<file path="config.mk">
export PLATFORM = sky130hd
export DESIGN_NAME = ctrl_marks
export DESIGN_NICKNAME = d
export VERILOG_FILES = /design/src/include/ctrl_marks_pkg.sv /design/src/hdl/ctrl_marks.sv
export SDC_FILE = /design/constraint.sdc
export NUM_CORES = 1
export LEC_CHECK = 0
export ABC_AREA = 1
export ABC_CLOCK_PERIOD_IN_PS = 2020
export BUFFER_PORTS_ARGS = -buffer_cell sky130_fd_sc_hd__buf_2
export CAP_MARGIN = 20
export CORE_ASPECT_RATIO = 0.6
export CORE_MARGIN = 4
export CORE_UTILIZATION = 60
export CTS_BUF_LIST = sky130_fd_sc_hd__clkbuf_8
export DETAILED_ROUTE_END_ITERATION = 12
export GPL_TIMING_DRIVEN = 0
export PLACE_DENSITY = 0.82
export RECOVER_POWER = 50
export SLEW_MARGIN = 20
export SYNTH_ARGS = -nofsm -noshare
export SYNTH_HDL_FRONTEND = slang
export SYNTH_SLANG_ARGS = --single-unit
</file>
<file path="constraint.sdc">
create_clock -name aclk -period 2.02 [get_ports aclk]
set_input_delay 0.505 -clock aclk [delete_from_list [all_inputs] [get_ports aclk]]
set_output_delay 0.505 -clock aclk [all_outputs]
set_load 0.005 [all_outputs]
</file>
<file path="src/include/ctrl_marks_pkg.sv">
// package: register map, field layout, reset values and timing of the control-mark block
package ctrl_marks_pkg;
   localparam int unsigned num_chan = 4;
   localparam int unsigned num_axis = 8;
   localparam int unsigned num_panel = 8;
   localparam int unsigned num_sensor = 20;
   // register byte offsets
   localparam logic [7:0] reg_chan_marks = 8'h00; // per channel: bits[4c+3:4c]
   localparam logic [7:0] reg_general = 8'h04;
   localparam logic [7:0] reg_panel_kbd = 8'h08; // [7:0] panel, [15:8] keyboard
   localparam logic [7:0] reg_sensor = 8'h0c;
   localparam logic [7:0] reg_axis_disp = 8'h10; // displayed axes mask
   localparam logic [7:0] reg_events = 8'h14; // write 1: command launch per channel [3:0] / probing / scan
   localparam logic [7:0] reg_status = 8'h18;
   localparam logic [7:0] reg_chan_status = 8'h1c;
   // per-channel field positions within a nibble
   localparam int unsigned f_opt_stop = 0;
   localparam int unsigned f_rapid = 1;
   localparam int unsigned f_wait_cancel = 2;
   localparam int unsigned f_ovr_full = 3;
   // general register fields
   localparam int unsigned f_running = 0;
   localparam int unsigned f_probe1_en = 1;
   localparam int unsigned f_probe2_en = 2;
   localparam int unsigned f_probe1_mon = 3;
   localparam int unsigned f_probe2_mon = 4;
   localparam int unsigned f_sup1_en = 5;
   localparam int unsigned f_sup1_start = 6;
   localparam int unsigned f_sup2_en = 7;
   localparam int unsigned f_sup2_start = 8;
   localparam int unsigned f_jog_hw = 9; // jog mode with handwheel selector
   localparam int unsigned f_axis_adv = 10;
   localparam int unsigned f_probe_sel = 11; // 0 probe one, 1 probe two
   localparam int unsigned f_reset = 12; // write 1: control reset
   localparam int unsigned f_abort_base = 16; // command abort [19:16]
   localparam int unsigned f_prg_abort_base = 20; // program abort [23:20]
   localparam int unsigned f_abort_label_base = 24; // abort label active [27:24]
   // event register fields
   localparam int unsigned e_launch_base = 0;  // [3:0]
   localparam int unsigned e_probe_cmd = 4;
   localparam int unsigned e_scan = 5;
   // reset values
   localparam logic [31:0] general_rst = 32'h0000_0006; // probe enables default to one
   localparam logic [31:0] zero_rst = 32'h0000_0000;
   // timing
   localparam int unsigned clk_mhz = 200;
   localparam int unsigned charge_time_us = 100;
   localparam int unsigned charge_cycles = charge_time_us * clk_mhz;
   localparam int unsigned kbd_delay_ms = 2;
   localparam int unsigned kbd_delay_cycles = kbd_delay_ms * 1000 * clk_mhz;
   localparam logic [1:0] resp_okay = 2'b00;
   localparam logic [1:0] resp_slverr = 2'b10;

   // two bits are enough and keep the status word packing exact
   typedef enum logic [1:0] {sup_off, sup_charge, sup_on} sup_state_t;

   typedef struct packed {
      logic [num_chan-1:0] opt_stop_honour;
      logic [num_chan-1:0] jog_rapid;
      logic [num_chan-1:0] wait_release;
      logic [num_chan-1:0] override_full;
      logic [num_chan-1:0] chan_free;
      logic [num_chan-1:0] cmd_aborted;
      logic [num_chan-1:0] prg_restart;
   } chan_out_t;

   typedef struct packed {
      logic motion_enable;
      logic logic_stop_error;
      logic probing_error;
      logic probe_one_safe;
      logic probe_two_safe;
      logic supply_one_on;
      logic supply_one_contactor;
      logic supply_two_on;
      logic supply_two_contactor;
   } gen_out_t;
endpackage : ctrl_marks_pkg

</file>
<file path="src/hdl/ctrl_marks.sv">
// control-mark decoder between the machine logic controller and the numerical controller
`timescale 1ns/1ps
module ctrl_marks #(
   parameter int unsigned charge_cycles = ctrl_marks_pkg::charge_cycles,
   parameter int unsigned kbd_delay_cycles = ctrl_marks_pkg::kbd_delay_cycles
) (
   // clock and reset
   input wire logic aclk,
   input wire logic aresetn,
   // axi4-lite write address and data
   input wire logic [7:0] s_axi_awaddr,
   input wire logic s_axi_awvalid,
   output logic s_axi_awready,
   input wire logic [31:0] s_axi_wdata,
   input wire logic [3:0] s_axi_wstrb,
   input wire logic s_axi_wvalid,
   output logic s_axi_wready,
   output logic [1:0] s_axi_bresp,
   output logic s_axi_bvalid,
   input wire logic s_axi_bready,
   // axi4-lite read
   input wire logic [7:0] s_axi_araddr,
   input wire logic s_axi_arvalid,
   output logic s_axi_arready,
   output logic [31:0] s_axi_rdata,
   output logic [1:0] s_axi_rresp,
   output logic s_axi_rvalid,
   input wire logic s_axi_rready,
   // decoded controls toward the controller core
   output ctrl_marks_pkg::chan_out_t chan_out,
   output ctrl_marks_pkg::gen_out_t gen_out,
   output logic [ctrl_marks_pkg::num_axis-1:0] handwheel_axis,
   output logic [ctrl_marks_pkg::num_panel-1:0] panel_off,
   output logic [ctrl_marks_pkg::num_panel-1:0] keyboard_off,
   output logic [ctrl_marks_pkg::num_sensor-1:0] sensor_off
);
   localparam int unsigned nc = ctrl_marks_pkg::num_chan;
   localparam int unsigned na = ctrl_marks_pkg::num_axis;

   typedef struct packed {
      logic aw_full;
      logic [7:0] aw_addr;
      logic w_full;
      logic [31:0] w_data;
      logic [3:0] w_strb;
      logic bvalid;
      logic [1:0] bresp;
      logic rvalid;
      logic [31:0] rdata;
      logic [1:0] rresp;
      logic [15:0] chan_marks;
      logic [31:0] general;
      logic [15:0] panel_kbd;
      logic [19:0] sensor;
      logic [na-1:0] axis_disp;
      logic [nc-1:0] cmd_busy;
      logic [nc-1:0] chan_free;
      logic [nc-1:0] cmd_aborted;
      logic [nc-1:0] prg_restart;
      logic [nc-1:0] prg_abort_prev;
      logic adv_prev;
      logic jog_hw_prev;
      logic running_prev;
      logic logic_stop_error;
      logic probing_error;
      logic [na-1:0] hw_axis;
      ctrl_marks_pkg::sup_state_t sup1;
      ctrl_marks_pkg::sup_state_t sup2;
      logic [31:0] cnt1;
      logic [31:0] cnt2;
      logic [7:0] kbd_applied;
      logic [31:0] kbd_cnt;
      ctrl_marks_pkg::chan_out_t chan_out;
      ctrl_marks_pkg::gen_out_t gen_out;
   } state_t;

   state_t st;
   state_t next_st;

   // lowest set bit of a mask as a one-hot word, zero if none
   function automatic logic [na-1:0] first_of(input logic [na-1:0] m);
      logic [na-1:0] r;
      r = '0;
      for (int i = na - 1; i >= 0; i--) begin
         if (m[i]) begin
            r = '0;
            r[i] = 1'b1;
         end
      end
      return r;
   endfunction : first_of

   // next displayed axis after the current one, wrapping to the first
   function automatic logic [na-1:0] next_axis(input logic [na-1:0] cur, input logic [na-1:0] disp);
      logic [na-1:0] above;
      logic seen;
      above = '0;
      seen = 1'b0;
      for (int i = 0; i < na; i++) begin
         if (seen) begin
            above[i] = disp[i];
         end
         if (cur[i]) begin
            seen = 1'b1;
         end
      end
      return (above != '0) ? first_of(above) : first_of(disp);
   endfunction : next_axis

   // merge a write into a register under byte strobes
   function automatic logic [31:0] merge(input logic [31:0] old, input logic [31:0] d, input logic [3:0] s);
      logic [31:0] r;
      r = old;
      for (int b = 0; b < 4; b++) begin
         if (s[b]) begin
            r[8*b +: 8] = d[8*b +: 8];
         end
      end
      return r;
   endfunction : merge

   // supply sequence: enable raises the bus, start charges then closes the contactor
   function automatic ctrl_marks_pkg::sup_state_t sup_step(input ctrl_marks_pkg::sup_state_t s,
         input logic start, input logic done);
      ctrl_marks_pkg::sup_state_t r;
      r = s;
      case (s)
         ctrl_marks_pkg::sup_off: r = start ? ctrl_marks_pkg::sup_charge : ctrl_marks_pkg::sup_off;
         ctrl_marks_pkg::sup_charge: r = !start ? ctrl_marks_pkg::sup_off
               : (done ? ctrl_marks_pkg::sup_on : ctrl_marks_pkg::sup_charge);
         ctrl_marks_pkg::sup_on: r = start ? ctrl_marks_pkg::sup_on : ctrl_marks_pkg::sup_off;
         default: r = ctrl_marks_pkg::sup_off;
      endcase
      return r;
   endfunction : sup_step

   logic wr_fire;
   logic rd_fire;
   logic [31:0] wr_val;
   logic [31:0] rd_val;
   logic rd_ok;
   logic wr_ok;
   logic [nc-1:0] launch;
   logic probe_cmd;
   logic scan;
   logic ctl_reset;
   logic adv;
   logic jog_hw;
   logic [nc-1:0] abort_mark;
   logic [nc-1:0] prg_abort;

   // next-state logic: bus slave, mark decode, sequences
   always_comb begin
      next_st = st;
      wr_fire = st.aw_full && st.w_full && !st.bvalid;
      rd_fire = s_axi_arvalid && !st.rvalid;
      wr_val = merge(32'h0000_0000, st.w_data, st.w_strb);
      launch = '0;
      probe_cmd = 1'b0;
      scan = 1'b0;
      ctl_reset = 1'b0;
      wr_ok = 1'b1;
      // write channels taken in either order
      if (s_axi_awvalid && !st.aw_full) begin
         next_st.aw_full = 1'b1;
         next_st.aw_addr = s_axi_awaddr;
      end
      if (s_axi_wvalid && !st.w_full) begin
         next_st.w_full = 1'b1;
         next_st.w_data = s_axi_wdata;
         next_st.w_strb = s_axi_wstrb;
      end
      if (wr_fire) begin
         next_st.aw_full = 1'b0;
         next_st.w_full = 1'b0;
         next_st.bvalid = 1'b1;
         case (st.aw_addr)
            ctrl_marks_pkg::reg_chan_marks:
               next_st.chan_marks = 16'(merge({16'h0000, st.chan_marks}, st.w_data, st.w_strb));
            ctrl_marks_pkg::reg_general: begin
               next_st.general = merge(st.general, st.w_data, st.w_strb);
               next_st.general[ctrl_marks_pkg::f_reset] = 1'b0;
               ctl_reset = wr_val[ctrl_marks_pkg::f_reset];
            end
            ctrl_marks_pkg::reg_panel_kbd:
               next_st.panel_kbd = 16'(merge({16'h0000, st.panel_kbd}, st.w_data, st.w_strb));
            ctrl_marks_pkg::reg_sensor:
               next_st.sensor = 20'(merge({12'h000, st.sensor}, st.w_data, st.w_strb));
            ctrl_marks_pkg::reg_axis_disp:
               next_st.axis_disp = na'(merge(32'(st.axis_disp), st.w_data, st.w_strb));
            ctrl_marks_pkg::reg_events: begin
               launch = wr_val[ctrl_marks_pkg::e_launch_base +: nc];
               probe_cmd = wr_val[ctrl_marks_pkg::e_probe_cmd];
               scan = wr_val[ctrl_marks_pkg::e_scan];
            end
            ctrl_marks_pkg::reg_status: begin
               // write one to clear the error flags
               next_st.logic_stop_error = st.logic_stop_error && !wr_val[0];
               next_st.probing_error = st.probing_error && !wr_val[1];
            end
            default: wr_ok = 1'b0;
         endcase
         next_st.bresp = wr_ok ? ctrl_marks_pkg::resp_okay : ctrl_marks_pkg::resp_slverr;
      end
      if (st.bvalid && s_axi_bready) begin
         next_st.bvalid = 1'b0;
      end
      // register reads
      rd_ok = 1'b1;
      case (s_axi_araddr)
         ctrl_marks_pkg::reg_chan_marks: rd_val = {16'h0000, st.chan_marks};
         ctrl_marks_pkg::reg_general: rd_val = st.general;
         ctrl_marks_pkg::reg_panel_kbd: rd_val = {8'h00, st.kbd_applied, st.panel_kbd};
         ctrl_marks_pkg::reg_sensor: rd_val = {12'h000, st.sensor};
         ctrl_marks_pkg::reg_axis_disp: rd_val = 32'(st.axis_disp);
         ctrl_marks_pkg::reg_events: rd_val = 32'h0000_0000;
         ctrl_marks_pkg::reg_status: rd_val = {12'h000, st.sup2, st.sup1, 8'(st.hw_axis), 6'h00,
               st.probing_error, st.logic_stop_error};
         ctrl_marks_pkg::reg_chan_status: rd_val = {16'h0000, st.prg_restart, st.cmd_aborted,
               st.cmd_busy, st.chan_free};
         default: begin
            rd_val = 32'h0000_0000;
            rd_ok = 1'b0;
         end
      endcase
      if (rd_fire) begin
         next_st.rvalid = 1'b1;
         next_st.rdata = rd_val;
         next_st.rresp = rd_ok ? ctrl_marks_pkg::resp_okay : ctrl_marks_pkg::resp_slverr;
      end else if (st.rvalid && s_axi_rready) begin
         next_st.rvalid = 1'b0;
      end

      // handwheel axis stepping, sampled once per controller scan
      adv = st.general[ctrl_marks_pkg::f_axis_adv];
      jog_hw = st.general[ctrl_marks_pkg::f_jog_hw];
      if (scan) begin
         next_st.adv_prev = adv;
         next_st.jog_hw_prev = jog_hw;
         if (adv && !st.adv_prev && jog_hw) begin
            next_st.hw_axis = (st.hw_axis & st.axis_disp) == '0 ? first_of(st.axis_disp)
                  : next_axis(st.hw_axis, st.axis_disp);
         end
         if (!jog_hw && st.jog_hw_prev) begin
            next_st.hw_axis = '0;
         end
      end

      // launched command abort and program abort per channel
      abort_mark = st.general[ctrl_marks_pkg::f_abort_base +: nc];
      prg_abort = st.general[ctrl_marks_pkg::f_prg_abort_base +: nc];
      next_st.cmd_aborted = '0;
      next_st.prg_restart = '0;
      for (int c = 0; c < nc; c++) begin
         if (launch[c]) begin
            next_st.cmd_busy[c] = 1'b1;
            next_st.chan_free[c] = 1'b0;
         end
         // a pending mark catches the next launch at once; history untouched
         if (abort_mark[c] && (st.cmd_busy[c] || launch[c])) begin
            next_st.cmd_busy[c] = 1'b0;
            next_st.chan_free[c] = 1'b1;
            next_st.general[ctrl_marks_pkg::f_abort_base + c] = 1'b0;
            next_st.cmd_aborted[c] = 1'b1;
         end
         if (scan) begin
            next_st.prg_abort_prev[c] = prg_abort[c];
            next_st.prg_restart[c] = prg_abort[c] && !st.prg_abort_prev[c]
                  && st.general[ctrl_marks_pkg::f_abort_label_base + c];
         end
      end

      // logic running flag and probing check
      next_st.running_prev = st.general[ctrl_marks_pkg::f_running];
      if (st.running_prev && !st.general[ctrl_marks_pkg::f_running]) begin
         next_st.logic_stop_error = 1'b1;
      end
      if (probe_cmd && !(st.general[ctrl_marks_pkg::f_probe_sel] ? st.general[ctrl_marks_pkg::f_probe2_en]
            : st.general[ctrl_marks_pkg::f_probe1_en])) begin
         next_st.probing_error = 1'b1;
      end

      // supply start sequences
      next_st.sup1 = sup_step(st.sup1, st.general[ctrl_marks_pkg::f_sup1_start], st.cnt1 >= charge_cycles - 1);
      next_st.sup2 = sup_step(st.sup2, st.general[ctrl_marks_pkg::f_sup2_start], st.cnt2 >= charge_cycles - 1);
      next_st.cnt1 = (st.sup1 == ctrl_marks_pkg::sup_charge) ? st.cnt1 + 32'h1 : 32'h0;
      next_st.cnt2 = (st.sup2 == ctrl_marks_pkg::sup_charge) ? st.cnt2 + 32'h1 : 32'h0;

      // keyboard disables take effect after a settle delay
      if (st.panel_kbd[15:8] != st.kbd_applied) begin
         next_st.kbd_cnt = st.kbd_cnt + 32'h1;
         if (st.kbd_cnt >= kbd_delay_cycles - 1) begin
            next_st.kbd_applied = st.panel_kbd[15:8];
            next_st.kbd_cnt = 32'h0;
         end
      end else begin
         next_st.kbd_cnt = 32'h0;
      end

      // channel outputs, one nibble per channel
      for (int c = 0; c < nc; c++) begin
         next_st.chan_out.opt_stop_honour[c] = st.chan_marks[4*c + ctrl_marks_pkg::f_opt_stop];
         next_st.chan_out.jog_rapid[c] = st.chan_marks[4*c + ctrl_marks_pkg::f_rapid];
         next_st.chan_out.wait_release[c] = st.chan_marks[4*c + ctrl_marks_pkg::f_wait_cancel];
         next_st.chan_out.override_full[c] = st.chan_marks[4*c + ctrl_marks_pkg::f_ovr_full];
      end
      next_st.chan_out.chan_free = next_st.chan_free;
      next_st.chan_out.cmd_aborted = next_st.cmd_aborted;
      next_st.chan_out.prg_restart = next_st.prg_restart;
      next_st.gen_out.motion_enable = st.general[ctrl_marks_pkg::f_running];
      next_st.gen_out.logic_stop_error = next_st.logic_stop_error;
      next_st.gen_out.probing_error = next_st.probing_error;
      next_st.gen_out.probe_one_safe = st.general[ctrl_marks_pkg::f_probe1_mon];
      next_st.gen_out.probe_two_safe = st.general[ctrl_marks_pkg::f_probe2_mon];
      next_st.gen_out.supply_one_on = st.general[ctrl_marks_pkg::f_sup1_en];
      next_st.gen_out.supply_two_on = st.general[ctrl_marks_pkg::f_sup2_en];
      next_st.gen_out.supply_one_contactor = next_st.sup1 == ctrl_marks_pkg::sup_on;
      next_st.gen_out.supply_two_contactor = next_st.sup2 == ctrl_marks_pkg::sup_on;

      // control reset clears the handwheel selection
      if (ctl_reset) begin
         next_st.hw_axis = '0;
      end
      if (!aresetn) begin
         next_st = '0;
         next_st.general = ctrl_marks_pkg::general_rst;
         next_st.chan_free = '1;
         next_st.chan_out.chan_free = '1;
         next_st.sup1 = ctrl_marks_pkg::sup_off;
         next_st.sup2 = ctrl_marks_pkg::sup_off;
      end
   end

   // single state register, synchronous reset folded in above
   always_ff @(posedge aclk) begin
      st <= next_st;
   end

   // outputs straight from state flops
   assign s_axi_awready = !st.aw_full;
   assign s_axi_wready = !st.w_full;
   assign s_axi_bvalid = st.bvalid;
   assign s_axi_bresp = st.bresp;
   assign s_axi_arready = !st.rvalid;
   assign s_axi_rvalid = st.rvalid;
   assign s_axi_rdata = st.rdata;
   assign s_axi_rresp = st.rresp;
   assign chan_out = st.chan_out;
   assign gen_out = st.gen_out;
   assign handwheel_axis = st.hw_axis;
   assign panel_off = st.panel_kbd[7:0];
   assign keyboard_off = st.kbd_applied;
   assign sensor_off = st.sensor;
endmodule : ctrl_marks

</file>
==> impl_metrics.ini <==
[floorplanning]
rows = 44
die_area_um2 = 27700
die_x_um = 212
ioPinCount = 181
coreArea_um2 = 24400
initial_core_util = 0.615
die_height_um = 130

[power]
p_leak_uw = 0.00738
vdd_drop_max_mv = 0.526
cellPowerDensity_nw_per_um2 = 776
finalPower_uw = 13400

[critical_path]
worstPathMaxFanout = 10
critPathArrivalTime_ps = 2470
critical_path_class = register to register
crit_required_ps = 2490
endpoint_kind = register
worstPathCellList = nor2_2 > clkinvlp_4 > clkbuf_1 > o21ai_0 > a21oi_1
crit_path_top_delay_cell = o21ai_0
max_stage_delay_ps = 430
cp-start-kind = register

[grt]
antenna_found_initial = 0
grt_pass1_wl_um = 72900
overflow = 0
grt_pass1_vias = 12900
grt_usage = 0.339
grt_max_degree = 19

[drt]
first_iter_violations = 1763
via_count = 14700
routedWlPerCell_um = 18.5
finalWirelength_um = 48700
ant_nets = 0
vias_per_cell = 5.58
drc = 0
dr.pass1.iters = 6

[outcome]
run_status = finished clean

[yosys]
synthArstFlopShare = 0
synth_area_um2 = 15000
synth_area_leaders = dfxtp_1 (45%), nand2_1 (9.5%), nor2_1 (6.4%)
ys.flop_type = dfxtp_1
avgSynthCellArea_um2 = 7.37
synth_cell_types = 55
yosysWarnings = 0
synth_largest_area_cell = dfxtp_1
synthCells = 2036
yosys.cell_count.top_type = nand2_1
ys_seq_area_frac = 0.448
ys_top_cells_by_count = nand2_1 (380), dfxtp_1 (336), nor2_1 (257), inv_1 (190)
synth_edf_count = 0
synth-seq-cells = 336
synth_top_area_frac = 0.448

[placement]
dp_hpwl_um = 37500
io_buffers = 177
routabilityCongestion = 1.01
dpl-instance-area_um2 = 16300

[clock_network]
clk_path_buf_depth = 3
cts_tree = done
clkLatencyLatePin_ps = 590
clk_pin_slew_ps = 70
h-tree-depth = 2
cts_buffers = 49
cts_root_buffer = clkbuf_8
cts_num_sinks = 336

[cells_and_area]
nets = 2343
fillCellCount = 2121
antenna_cells = 0
syn_to_final_growth_pct = 15.5
drive_above_1_share = 0.181
design_area_um2 = 17300

[timing]
setup_viol = 0
drv_slew = 0
worst_pin_slew_ps = 1060
fin_skew_ps = 25.7
fmax_mhz = 500
post-route-min-period_ps = 2000
hold_viol_final = 0
setup-tns-final_ps = 0
rsz0062_at_grt = true
finalCritPeriodShare = 0.990
max_slew_margin = 0.296

[worst_hold_path]
hp-class = input pin to register

[run]
drv_cap = 0
[stage by stage]
stage | hold slack [ps] | cells | util | setup slack (ps)
floorplan | 407 | 2050 | - | 367
global placement | 417 | 2549 | 0.670 | -424
detailed placement | 426 | 2549 | 0.670 | -443
CTS | 78.6 | 2627 | 0.707 | 42.0
global route | 79.2 | 2631 | 0.710 | -68.2
finish | 88.5 | 2631 | 0.710 | 20.5
[placed cells by master (no fill, tap or decap), types with 7 or more instances in the layout]
cell type,count
nand2_1,378
dfxtp_1,334
nor2_1,258
inv_1,214
a21oi_1,169
o21ai_0,166
buf_2,148
nand3_1,88
clkbuf_1,81
clkbuf_4,75
clkbuf_8,54
nor3_1,50
buf_4,48
nand4_1,33
xor2_1,20
nor4_1,15
conb_1,15
nor2_4,14
inv_2,11
nor2_2,10
o21a_1,7
[area by class of cell]
| cell class | instances | area (um2) | share of cell area |
|---|---|---|---|
| Multi-Input combinational cell | 1328 | 6490 | 0.375 |
| Sequential cell | 336 | 6730 | 0.388 |
| Clock inverter | 25 | 128 | 0.00737 |
| Tap cell | 322 | 403 | 0.0233 |
| Timing Repair Buffer | 182 | 908 | 0.0524 |
| Clock buffer | 54 | 743 | 0.0429 |
| Buffer | 176 | 1130 | 0.0654 |
| Inverter | 208 | 790 | 0.0456 |
[critical path: cells and delay by family (launching register included)]
family / cells / cell delay [ps]
AOI/OAI and AO/OA: 2 / 500
buffers and inverters: 2 / 660
DFF: 1 / 320
and+or+nand+nor: 1 / 400
[cells by family (layout without fill, tap and decap cells)]
family | after synthesis | in the layout | share of synthesized area
compound gates | 386 | 386 | 0.137
xor+xnor | 24 | 24 | 0.0140
fa+ha+maj | 3 | 3 | 0.00250
buf+inv | 386 | 645 | 0.129
flops | 336 | 336 | 0.448
other cells | 1 | 15 | 0.000250
simple gates | 900 | 900 | 0.269
[layer usage]
| layer | track usage | up-vias | routed length (um) |
|---|---|---|---|
| met2 | 0.453 | 874 | 18400 |
| li1 | - | 7004 | - |
| met1 | 0.520 | 6717 | 21900 |
| met4 | 0.0651 | 0 | 914 |
| met5 | 0 | - | 0 |
| met3 | 0.127 | 91 | 7470 |
[power breakdown]
group / total [uW] / switching, uW / internal [uW]
Combinational: 1300 / 807 / 493
Clock: 5160 / 2610 / 2550
Sequential: 6990 / 192 / 6800
Total: 13400 / 3610 / 9840
[worst paths after layout]
check                                    end         start  cells after the start  slack, ps
worst min register to register        st[37]        st[37]                      1        430
worst min-delay path            s_axi_bvalid  s_axi_bready                      2         90
worst max-delay path                 st[330]       st[344]                      5         20
worst max register to register       st[330]       st[344]                      5         20
[flip-flops by register name, summed over array words and instances (netlist names)]
register and count:
s_axi_rdata 32, panel_off 8, s_axi_rresp 1, abort_mark 4, s_axi_bvalid 1, gen_out 9, adv 1, s_axi_bresp 1
sensor_off 20, jog_hw 1, handwheel_axis 8, prg_abort 4, keyboard_off 8, st 209, chan_out 28, s_axi_rvalid 1
[timing repair]
item                       4_1_cts  5_1_grt
pin swaps                        0        6
gates resized for setup          8       28
setup endpoints to repair       31       82
gates cloned                     0        0
setup buffers                    0        5
hold buffers                     0        0
(Power assumes the default switching activity.)
